`src/shared/dem_pkg.sv`:
```
// How it works
// [RULE1] 16-bit next-error word, zero at power-on, bits cleared by software.
// [RULE2] next-error word logs errors at the same bit positions as first-error.
// [RULE3] a masked class is neither logged nor signalled by any message.
// [RULE4] one mask bit covers its class on channel A and channel B.
// [RULE5] the 8-bit mask keeps its value through reset; power loss zeroes it.
// [RULE6] mask bits 7..0: test, poison, retry, copy, threshold, scrub, ue, ce.
// [RULE7] mask bit 1 blocks logging and signalling; 0 lets the event through.
// [RULE8] control enable bit n fires on status bit n or n+8 of either word.
// [RULE9] management enable bit n fires on status bit n or n+8 of either word.
// [RULE10] a control message leaves as a special message cycle to the hub.
// [RULE11] a management message leaves as a special message cycle to the hub.
// [RULE12] software enables only one message type per class.
// [RULE13] each enable bit covers channel A and channel B alike.
// [RULE14] control enable bits follow the mask order; 1 enables.
// [RULE15] management enable bits follow the mask order; 1 enables.
// [RULE16] mask and both enable registers are 8-bit, read/write, zero default.
// [RULE17] only a latched status flag with its enable bit triggers a message.
// [RULE18] writing 1 clears a flag, 0 keeps it; flags survive reset.
// [RULE19] status bits 15..8 are channel B in the same order as 7..0.
// [RULE20] one message per rising edge of the OR of enabled flags.
package dem_pkg;
   localparam int NCLS = 8;
   localparam int STW = 16;
   localparam int AW = 8;

   // register offsets
   localparam logic [7:0] ADDR_FIRST = 8'h80;
   localparam logic [7:0] ADDR_NEXT = 8'h82;
   localparam logic [7:0] ADDR_MASK = 8'h84;
   localparam logic [7:0] ADDR_CTRL = 8'h88;
   localparam logic [7:0] ADDR_MGMT = 8'h8a;

   // reset values
   localparam logic [15:0] STATUS_RST = 16'h0000;
   localparam logic [7:0] REG8_RST = 8'h00;

   // class positions, channel A; channel B adds CHB_BASE
   localparam int CLS_CE_READ = 0;
   localparam int CLS_UE_READ = 1;
   localparam int CLS_SCRUB = 2;
   localparam int CLS_THRESH = 3;
   localparam int CLS_COPY = 4;
   localparam int CLS_DBL_RETRY = 5;
   localparam int CLS_POISON = 6;
   localparam int CLS_TEST = 7;
   localparam int CHB_BASE = 8;

   typedef enum logic [1:0] {
      MSG_NONE = 2'b00,
      MSG_CTRL = 2'b01,
      MSG_MGMT = 2'b10
   } dem_kind_t;

   typedef enum logic [0:0] {
      ST_IDLE = 1'b0,
      ST_SEND = 1'b1
   } dem_state_t;
endpackage
```
`src/shared/dem_msg_if.sv`:
```
// one message type: status words and enables in, request pending out
interface dem_msg_if;
   logic [15:0] first_err;
   logic [15:0] next_err;
   logic [7:0] enable;
   logic take;
   logic pending;

   modport gen (
      input first_err,
      input next_err,
      input enable,
      input take,
      output pending
   );
   modport core (
      output first_err,
      output next_err,
      output enable,
      output take,
      input pending
   );
endinterface

```
`src/core/dem_msg_gen.sv`:
```
module dem_msg_gen #(
   parameter int NCLS = dem_pkg::NCLS
) (
   input wire logic clk_i,
   input wire logic rst_i,
   dem_msg_if.gen bus
);
   logic [NCLS-1:0] folded;
   logic hit;
   logic hit_r;
   logic pending_r;

   // elaboration check: fold below assumes two 8-class halves
   if (NCLS != dem_pkg::NCLS) begin : g_bad_ncls
      $error("class count must match the status word halves");
   end

   // ===========================================
   // fold both channels of both words per class
   always_comb begin
      folded = bus.first_err[15:8] | bus.first_err[7:0]
             | bus.next_err[15:8] | bus.next_err[7:0]; // [RULE8] [RULE9] [RULE13]
      hit = |(folded & bus.enable); // [RULE17]
   end

   // ===========================================
   // rising edge makes one request
   always_ff @(posedge clk_i or posedge rst_i) begin
      if (rst_i) begin
         hit_r <= 1'b0;
      end else begin
         hit_r <= hit;
      end
   end

   always_ff @(posedge clk_i or posedge rst_i) begin
      if (rst_i) begin
         pending_r <= 1'b0;
      end else if (hit && !hit_r) begin
         pending_r <= 1'b1; // [RULE20]
      end else if (bus.take) begin
         pending_r <= 1'b0;
      end
   end

   assign bus.pending = pending_r;
endmodule

```
`src/core/dem_top.sv`:
```
// The strobed register port was left to the implementer.
module dem_top (
   input wire logic clk_i,
   input wire logic rst_i,
   input wire logic por_i,
   input wire logic [7:0] addr_i,
   input wire logic [15:0] wdata_i,
   input wire logic wr_i,
   input wire logic rd_i,
   output logic [15:0] rdata_o,
   input wire logic [7:0] err_a_i,
   input wire logic [7:0] err_b_i,
   output logic msg_valid_o,
   output logic [1:0] msg_kind_o,
   input wire logic msg_ack_i,
   output logic err_any_o
);
   logic [15:0] first_err_r;
   logic [15:0] next_err_r;
   logic [7:0] mask_r;
   logic [7:0] ctrl_en_r;
   logic [7:0] mgmt_en_r;
   logic [15:0] rdata_r;
   logic msg_valid_r;
   dem_pkg::dem_kind_t msg_kind_r;
   dem_pkg::dem_state_t state_r;
   logic err_any_r;

   logic [15:0] ev;
   logic [15:0] first_set;
   logic [15:0] next_set;
   logic [15:0] first_clr;
   logic [15:0] next_clr;
   logic wr_first;
   logic wr_next;
   logic wr_mask;
   logic wr_ctrl;
   logic wr_mgmt;
   logic take_ctrl;
   logic take_mgmt;

   dem_msg_if ctrl_bus ();
   dem_msg_if mgmt_bus ();

   // ===========================================
   // register decode
   always_comb begin
      wr_first = wr_i && (addr_i == dem_pkg::ADDR_FIRST);
      wr_next = wr_i && (addr_i == dem_pkg::ADDR_NEXT);
      wr_mask = wr_i && (addr_i == dem_pkg::ADDR_MASK);
      wr_ctrl = wr_i && (addr_i == dem_pkg::ADDR_CTRL);
      wr_mgmt = wr_i && (addr_i == dem_pkg::ADDR_MGMT);
   end

   // ===========================================
   // event qualification
   always_comb begin
      // one mask bit gates both channels
      ev = {err_b_i & ~mask_r, err_a_i & ~mask_r}; // [RULE3] [RULE4] [RULE7] [RULE19]
      if (first_err_r == dem_pkg::STATUS_RST) begin
         first_set = ev;
         next_set = '0;
      end else begin
         first_set = '0;
         next_set = ev; // [RULE2]
      end
      first_clr = wr_first ? wdata_i : '0;
      next_clr = wr_next ? wdata_i : '0; // [RULE18]
   end

   // ===========================================
   // sticky status words, reset only at power-on; software clears bits by writing ones
   always_ff @(posedge clk_i or posedge por_i) begin
      if (por_i) begin
         first_err_r <= dem_pkg::STATUS_RST;
      end else begin
         first_err_r <= (first_err_r & ~first_clr) | first_set; // [RULE18]
      end
   end

   always_ff @(posedge clk_i or posedge por_i) begin
      if (por_i) begin
         next_err_r <= dem_pkg::STATUS_RST; // [RULE1]
      end else begin
         // set wins over a same-cycle clear
         next_err_r <= (next_err_r & ~next_clr) | next_set; // [RULE1] [RULE18]
      end
   end

   // ===========================================
   // mask survives warm reset
   always_ff @(posedge clk_i or posedge por_i) begin
      if (por_i) begin
         mask_r <= dem_pkg::REG8_RST; // [RULE5]
      end else if (wr_mask) begin
         mask_r <= wdata_i[7:0]; // [RULE6] [RULE16]
      end
   end

   // ===========================================
   // message routing enables
   always_ff @(posedge clk_i or posedge rst_i) begin
      if (rst_i) begin
         ctrl_en_r <= dem_pkg::REG8_RST; // [RULE16]
      end else if (wr_ctrl) begin
         ctrl_en_r <= wdata_i[7:0]; // [RULE14]
      end
   end

   always_ff @(posedge clk_i or posedge rst_i) begin
      if (rst_i) begin
         mgmt_en_r <= dem_pkg::REG8_RST; // [RULE16]
      end else if (wr_mgmt) begin
         mgmt_en_r <= wdata_i[7:0]; // [RULE15]
      end
   end

   // ===========================================
   // read port, data one cycle after strobe
   always_ff @(posedge clk_i or posedge rst_i) begin
      if (rst_i) begin
         rdata_r <= '0;
      end else if (rd_i) begin
         case (addr_i)
            dem_pkg::ADDR_FIRST: begin
               rdata_r <= first_err_r;
            end
            dem_pkg::ADDR_NEXT: begin
               rdata_r <= next_err_r;
            end
            dem_pkg::ADDR_MASK: begin
               rdata_r <= {8'h00, mask_r};
            end
            dem_pkg::ADDR_CTRL: begin
               rdata_r <= {8'h00, ctrl_en_r};
            end
            dem_pkg::ADDR_MGMT: begin
               rdata_r <= {8'h00, mgmt_en_r};
            end
            default: begin
               rdata_r <= '0;
            end
         endcase
      end else begin
         rdata_r <= '0;
      end
   end

   // ===========================================
   // request generators, one per message type
   assign ctrl_bus.first_err = first_err_r;
   assign ctrl_bus.next_err = next_err_r;
   assign ctrl_bus.enable = ctrl_en_r; // [RULE8]
   assign ctrl_bus.take = take_ctrl;
   assign mgmt_bus.first_err = first_err_r;
   assign mgmt_bus.next_err = next_err_r;
   assign mgmt_bus.enable = mgmt_en_r; // [RULE9]
   assign mgmt_bus.take = take_mgmt;

   dem_msg_gen #(
      .NCLS(dem_pkg::NCLS)
   ) u_ctrl_gen (
      .clk_i(clk_i),
      .rst_i(rst_i),
      .bus(ctrl_bus)
   );

   dem_msg_gen #(
      .NCLS(dem_pkg::NCLS)
   ) u_mgmt_gen (
      .clk_i(clk_i),
      .rst_i(rst_i),
      .bus(mgmt_bus)
   );

   // ===========================================
   // special message cycle sender
   always_comb begin
      take_ctrl = (state_r == dem_pkg::ST_SEND) && msg_ack_i
                  && (msg_kind_r == dem_pkg::MSG_CTRL);
      take_mgmt = (state_r == dem_pkg::ST_SEND) && msg_ack_i
                  && (msg_kind_r == dem_pkg::MSG_MGMT);
   end

   always_ff @(posedge clk_i or posedge rst_i) begin
      if (rst_i) begin
         state_r <= dem_pkg::ST_IDLE;
         msg_valid_r <= 1'b0;
         msg_kind_r <= dem_pkg::MSG_NONE;
      end else begin
         case (state_r)
            dem_pkg::ST_IDLE: begin
               // both can be pending at once; the control request goes first
               if (ctrl_bus.pending) begin // [RULE12]
                  state_r <= dem_pkg::ST_SEND;
                  msg_valid_r <= 1'b1;
                  msg_kind_r <= dem_pkg::MSG_CTRL; // [RULE10]
               end else if (mgmt_bus.pending) begin
                  state_r <= dem_pkg::ST_SEND;
                  msg_valid_r <= 1'b1;
                  msg_kind_r <= dem_pkg::MSG_MGMT; // [RULE11]
               end
            end
            dem_pkg::ST_SEND: begin
               if (msg_ack_i) begin
                  state_r <= dem_pkg::ST_IDLE;
                  msg_valid_r <= 1'b0;
                  msg_kind_r <= dem_pkg::MSG_NONE;
               end
            end
            default: begin
               state_r <= dem_pkg::ST_IDLE;
               msg_valid_r <= 1'b0;
               msg_kind_r <= dem_pkg::MSG_NONE;
            end
         endcase
      end
   end

   // ===========================================
   // global logging level
   always_ff @(posedge clk_i or posedge rst_i) begin
      if (rst_i) begin
         err_any_r <= 1'b0;
      end else begin
         err_any_r <= |(first_err_r | next_err_r); // [RULE3]
      end
   end

   assign rdata_o = rdata_r;
   assign msg_valid_o = msg_valid_r;
   assign msg_kind_o = msg_kind_r;
   assign err_any_o = err_any_r;
endmodule

```
`config.mk`:
```
export PLATFORM = sky130hd
export DESIGN_NAME = dem_top
export DESIGN_NICKNAME = d
export VERILOG_FILES = /design/src/shared/dem_pkg.sv /design/src/shared/dem_msg_if.sv /design/src/core/dem_msg_gen.sv /design/src/core/dem_top.sv
export SDC_FILE = /design/constraint.sdc
export NUM_CORES = 1
export LEC_CHECK = 0
export BUFFER_PORTS_ARGS = -buffer_cell sky130_fd_sc_hd__buf_2
export CORE_ASPECT_RATIO = 0.9
export CORE_MARGIN = 2
export CORE_UTILIZATION = 50
export CTS_CLUSTER_DIAMETER = 200
export CTS_CLUSTER_SIZE = 28
export DETAILED_ROUTE_END_ITERATION = 16
export GPL_TIMING_DRIVEN = 0
export PLACE_DENSITY = 0.7
export SYNTH_ARGS = -nofsm -noshare
export SYNTH_HDL_FRONTEND = slang
export SYNTH_SLANG_ARGS = --single-unit
```
`constraint.sdc`:
```
create_clock -name clk_i -period 3.32 [get_ports clk_i]
set_input_delay 0.332 -clock clk_i [delete_from_list [all_inputs] [get_ports clk_i]]
set_output_delay 0.332 -clock clk_i [all_outputs]
set_load 0.005 [all_outputs]
```
## Yosys cells after proc, flatten, opt, wreduce, memory -nomap -nowiden

Index checks and enable logic that the tools add are counted.

| word-level totals | value |
|---|---|
| output and inout bits | 20 |
| input bits | 46 |
| word-level logic and storage cells | 80 |
| bits in registers | 81 |

| operators by class | value |
|---|---|
| bitwise gates (word level) | 16 |
| equal/unequal tests | 9 |
| multiplexer cells | 22 |
| reduce and logical (&&, ||, !) cells | 19 |

Operators by type and width:

| kind | count |
|---|---|
| $mux W16 | 5 |
| $pmux W16 S5 | 1 |
| $or A16 B16 Y16 | 3 |
| $eq A8 B8 Y1 const B | 5 |
| $and A16 B16 Y16 | 2 |
| $and A8 B8 Y8 | 4 |
| $not A16 Y16 | 2 |
| $or A8 B8 Y8 | 3 |
| $logic_not A16 Y1 | 1 |
| $reduce_or A16 Y1 | 1 |
| $reduce_or A8 Y1 | 2 |
| $logic_and A1 B1 Y1 | 10 |
| $mux W1 | 10 |
| $not A8 Y8 | 1 |
| $mux W2 | 3 |
| $pmux W1 S2 | 2 |
| $pmux W2 S2 | 1 |
| $reduce_bool A2 Y1 | 2 |
| $ne A3 B1 Y1 const B | 1 |
| $eq A2 B1 Y1 const B | 1 |
| $eq A2 B2 Y1 const B | 1 |
| $logic_not A1 Y1 | 2 |
| $ne A2 B2 Y1 const B | 1 |
| $reduce_and A2 Y1 | 1 |
| $not A1 Y1 | 1 |

## Depth between registers and ports, before layout

| depth | value |
|---|---|
| depth in word-level cells | 7 |
| gate-level depth with buffers | 6 |
| mapped depth without buffers | 4 |

## Cells and area by module

Synthesis repeated with hierarchy kept, for this count alone.

| second synthesis, totals | value |
|---|---|
| cell total of the unflattened synthesis | 360 |
| area, all modules | 4,027.6 sq um |

By module, submodules not included:

| module | area an instance (sq um) | times used | seq. area each (sq um) | cells each |
|---|---|---|---|---|
| dem_top | 3,719.8 | 1 | 1,926.8 | 326 |
| dem_msg_gen | 153.9 | 2 | 50.0 | 17 |

## Worst setup path before layout

OpenSTA, ideal clock, no wires.

| path | value |
|---|---|
| path kind | input to register |
| start | input addr_i[5] |
| end | register ctrl_en_r[0], in the netlist ctrl_bus.enable[0] |
| path buffers | 2 |
| stages | 5 |
| data arrival time | 1.926 ns |
| path slack | 1.269 ns |
| library setup time | 0.125 ns |
| cells stage by stage | or4b_1 -> buf_4 -> or4_4 -> buf_6 -> mux2_4 |

| on the way | value |
|---|---|
| longest elaborated chain between the ends | 2 |

Ends and longest elaborated chain:

| element | RTL line | text |
|---|---|---|
| from (decl) | dem_top.sv:6 | `input wire logic [7:0] addr_i,` |
| $eq A8 B8 Y1 | dem_top.sv:51 | `wr_ctrl = wr_i && (addr_i == dem_pkg::ADDR_CTRL);` |
| $logic_and A1 B1 Y1 | dem_top.sv:51 |  |
| to (signal assigned) | dem_top.sv:104 | `ctrl_en_r <= dem_pkg::REG8_RST;` |
| to (signal assigned) | dem_top.sv:106 | `ctrl_en_r <= wdata_i[7:0];` |
| to (decl) | dem_top.sv:21 | `logic [7:0] ctrl_en_r;` |

Every way passes these cells.
A chain may end at the register's enable or synchronous reset.

## Worst setup path in the final report

| path | value |
|---|---|
| start | input addr_i[5] |
| end | register mask_r[3] |

| on the way | value |
|---|---|
| longest elaborated chain between the ends | 2 |

Ends and longest elaborated chain:

| element | RTL line | text |
|---|---|---|
| $eq A8 B8 Y1 | dem_top.sv:50 | `wr_mask = wr_i && (addr_i == dem_pkg::ADDR_MASK);` |
| $logic_and A1 B1 Y1 | dem_top.sv:50 |  |
| to (signal assigned) | dem_top.sv:94 | `mask_r <= dem_pkg::REG8_RST;` |
| to (signal assigned) | dem_top.sv:96 | `mask_r <= wdata_i[7:0];` |
| to (decl) | dem_top.sv:20 | `logic [7:0] mask_r;` |

Every way passes these cells.

==> results.txt <==
DIE HEIGHT - 87.5 um
max frequency - 0.447 GHz
Required @ worst endpoint - 3.54 ns
setup TNS - 0 ns
Layout area overhead - 16.7%
# rows - 30
PortBufs - 65
Worst R2R Start - ctrl_bus.first_err[13]
cells taking the most area after synthesis - dfrtp_1 52%, mux2_4 6.2%, nand2_1 5.6%, o2bb2ai_1 5.4%, a32o_1 4.1%
Routed Antenna Nets - 0
Top Ports - 66
most frequent cells in the layout - 81 x dfrtp_1, 68 x buf_2, 58 x nand2_1
largest net degree at the start of global routing - 42
hold crit path type - input port to asynchronous set/reset pin
Initial Util - 51.4%
die width - 96.8 um
Worst-Margin Slew - 1.17 ns
WHS - 0.143 ns
Post-synth EDFFs - 0
die area - 8470 sq um
Detailed Routing Iterations Pass 1 - 5
Slew HR - 21.3%
Lkg Pwr - 0.00206 uW
DRC Markers - 0
GRT Total Usage - 25.4%
Synth Net Count - 392
clock root cell - clkbuf_8
CTS tree - built
predominant post-synthesis flop cell - dfrtp_1
Gate Count Post-Synth - 346
gpl congestion - 0.880
WL per Instance - 19.7 um
number of synthesized register bits - 81
YS warnings - 0
startpoint types - input port
clk_skew - 0.00961 ns
Via density - 6.08
nets@finish - 468
vias post-DR - 3179
Peak supply drop - 0.441 mV
Hold Buf Count CTS - 0
status - finished clean
Synth top area share - 52.3%
vias in the first global route - 3014
period utilization - 67.4%
share of cells above drive strength 1 - 28.1%
Clock Tree Buf Depth - 2
antenna violations before repair - 0
sequential share of the synthesized area - 52.3%
Cell variety after synth - 37
minimum clock period - 2.24 ns
grt total ovfl - 0
routed wire length - 10.3 mm
CTS buffer count - 9
Core Region - 7540 sq um
r2r endpoint - err_any_o
clk slew on worst S/H paths - 0.09 ns
Layout fillers - 643
Core Util, Final - 59.9%
first-pass GRT wire length - 16.4 mm
cell area after synthesis - 3870 sq um
syn_area_per_cell - 11.2 sq um
worst setup path category - input port to register
clk sinks - 81
Max-cap violations - 0
later-pin clock latency in the skew report - 0.36 ns
RSZ-0062 raised after global routing - no
Final Max Slew Viols - 0
Reg2Reg Depth - 4
Reg2Reg Setup Slack - 1.19 ns
Inserted Diodes - 0
final setup vio count - 0
Final Hold Fails - 0
commonest non-fill, non-tap cell in the layout - dfrtp_1
fraction of registers with async set/reset - 100%
type of destination of the critical path - register
# Post-CTS Setup Buffers - 0
Detailed Route Iter0 Violations - 260
cts repair resizes - 0
Arrival @ worst endpoint - 2.45 ns
H-tree levels - 3
post-synth top area cell - dfrtp_1
post-detail-place hpwl - 7.40 mm
crit-path max FO - 10
pwr/cell area - 634 nW/um^2
metrics by stage:
step,std cells,total power (uW),setup slack [ns],instance area [sq um]
2_1_floorplan,346,1870,1.27,3870
3_3_place_gp,507,2110,0.795,4320
3_5_place_dp,507,2140,0.774,4320
4_1_cts,523,2870,1.15,4520
5_1_grt,523,3010,1.06,4520
6_report,523,2870,1.08,4520
synthesized netlist by cell type, types with 2 or more instances:
cell and instances:
clkbuf_1 7, o41ai_1 16, o2bb2ai_1 24, mux2_4 16, dfrtp_1 81, inv_1 14, nor3_1 3, nand2_1 58
a32o_1 16, buf_6 2, o21ai_0 12, buf_1 3, or4_4 2, mux2i_1 16, nor2_1 20, nor3_2 2
nand2b_1 6, a22oi_1 8, nand4_1 6, mux2_2 8, buf_2 3, nor4_1 8
routing by layer:
layer  track usage [%]  vias to the layer above  wire, um
li1                  -                     1448         -
met1              36.0                     1594      4710
met2              41.2                      126      4820
met3              4.74                       11       672
met4              5.89                        0        99
met5                 0                        -         0
cell type report:
class	count	area (sq um)	area share [%]
Multi-Input combinational cell	235	1710	37.9
Clock buffer	9	124	2.74
Clock inverter	7	77.6	1.72
Timing Repair Buffer	65	325	7.19
Tap cell	96	120	2.66
Sequential cell	81	2030	44.8
Buffer	16	82.6	1.83
Inverter	14	52.6	1.16
critical path, cell delays in order:
cell and delay [ns]:
buf_2 0.10, or4b_1 0.50, buf_4 0.19, nor3_2 0.64
clkbuf_1 0.53, o21ai_0 0.17
registers in the layout (all words and copies together) (netlist names):
signal	count
ctrl_bus.first_err	16
ctrl_bus.next_err	16
rdata_o	16
ctrl_bus.enable	8
mask_r	8
mgmt_bus.enable	8
msg_kind_o	2
err_any_o	1
msg_valid_o	1
state_r	1
u_ctrl_gen.bus.pending	1
u_ctrl_gen.hit_r	1
u_mgmt_gen.bus.pending	1
u_mgmt_gen.hit_r	1
kinds of logic (layout without fill, tap and decap cells):
kind of cell | Yosys count | after routing | share of synthesized area [%]
and+or+nand+nor | 115 | 115 | 14.6
AOI/OAI and AO/OA | 80 | 80 | 17.0
buffers and inverters | 30 | 111 | 3.49
muxes | 40 | 40 | 12.7
DFF | 81 | 81 | 52.3
power by group:
group | internal, uW | switching [uW]
clock | 354 | 379
sequential | 1220 | 332
combinational | 290 | 292
total | 1860 | 1000
worst max-delay path by stage:
stage / start / endpoint / slack, ns / cells past startpoint
4_1_cts: addr_i[5] / ctrl_bus.next_err[11] / 1.15 / 7
2_1_floorplan: addr_i[5] / ctrl_bus.enable[0] / 1.27 / 5
5_1_grt: addr_i[5] / mask_r[1] / 1.06 / 6
6_report: addr_i[5] / mask_r[3] / 1.08 / 6
3_5_place_dp: addr_i[5] / ctrl_bus.next_err[11] / 0.77 / 7
3_3_place_gp: addr_i[5] / mask_r[6] / 0.80 / 6
No activity file was read; power rests on OpenSTA's default activity.
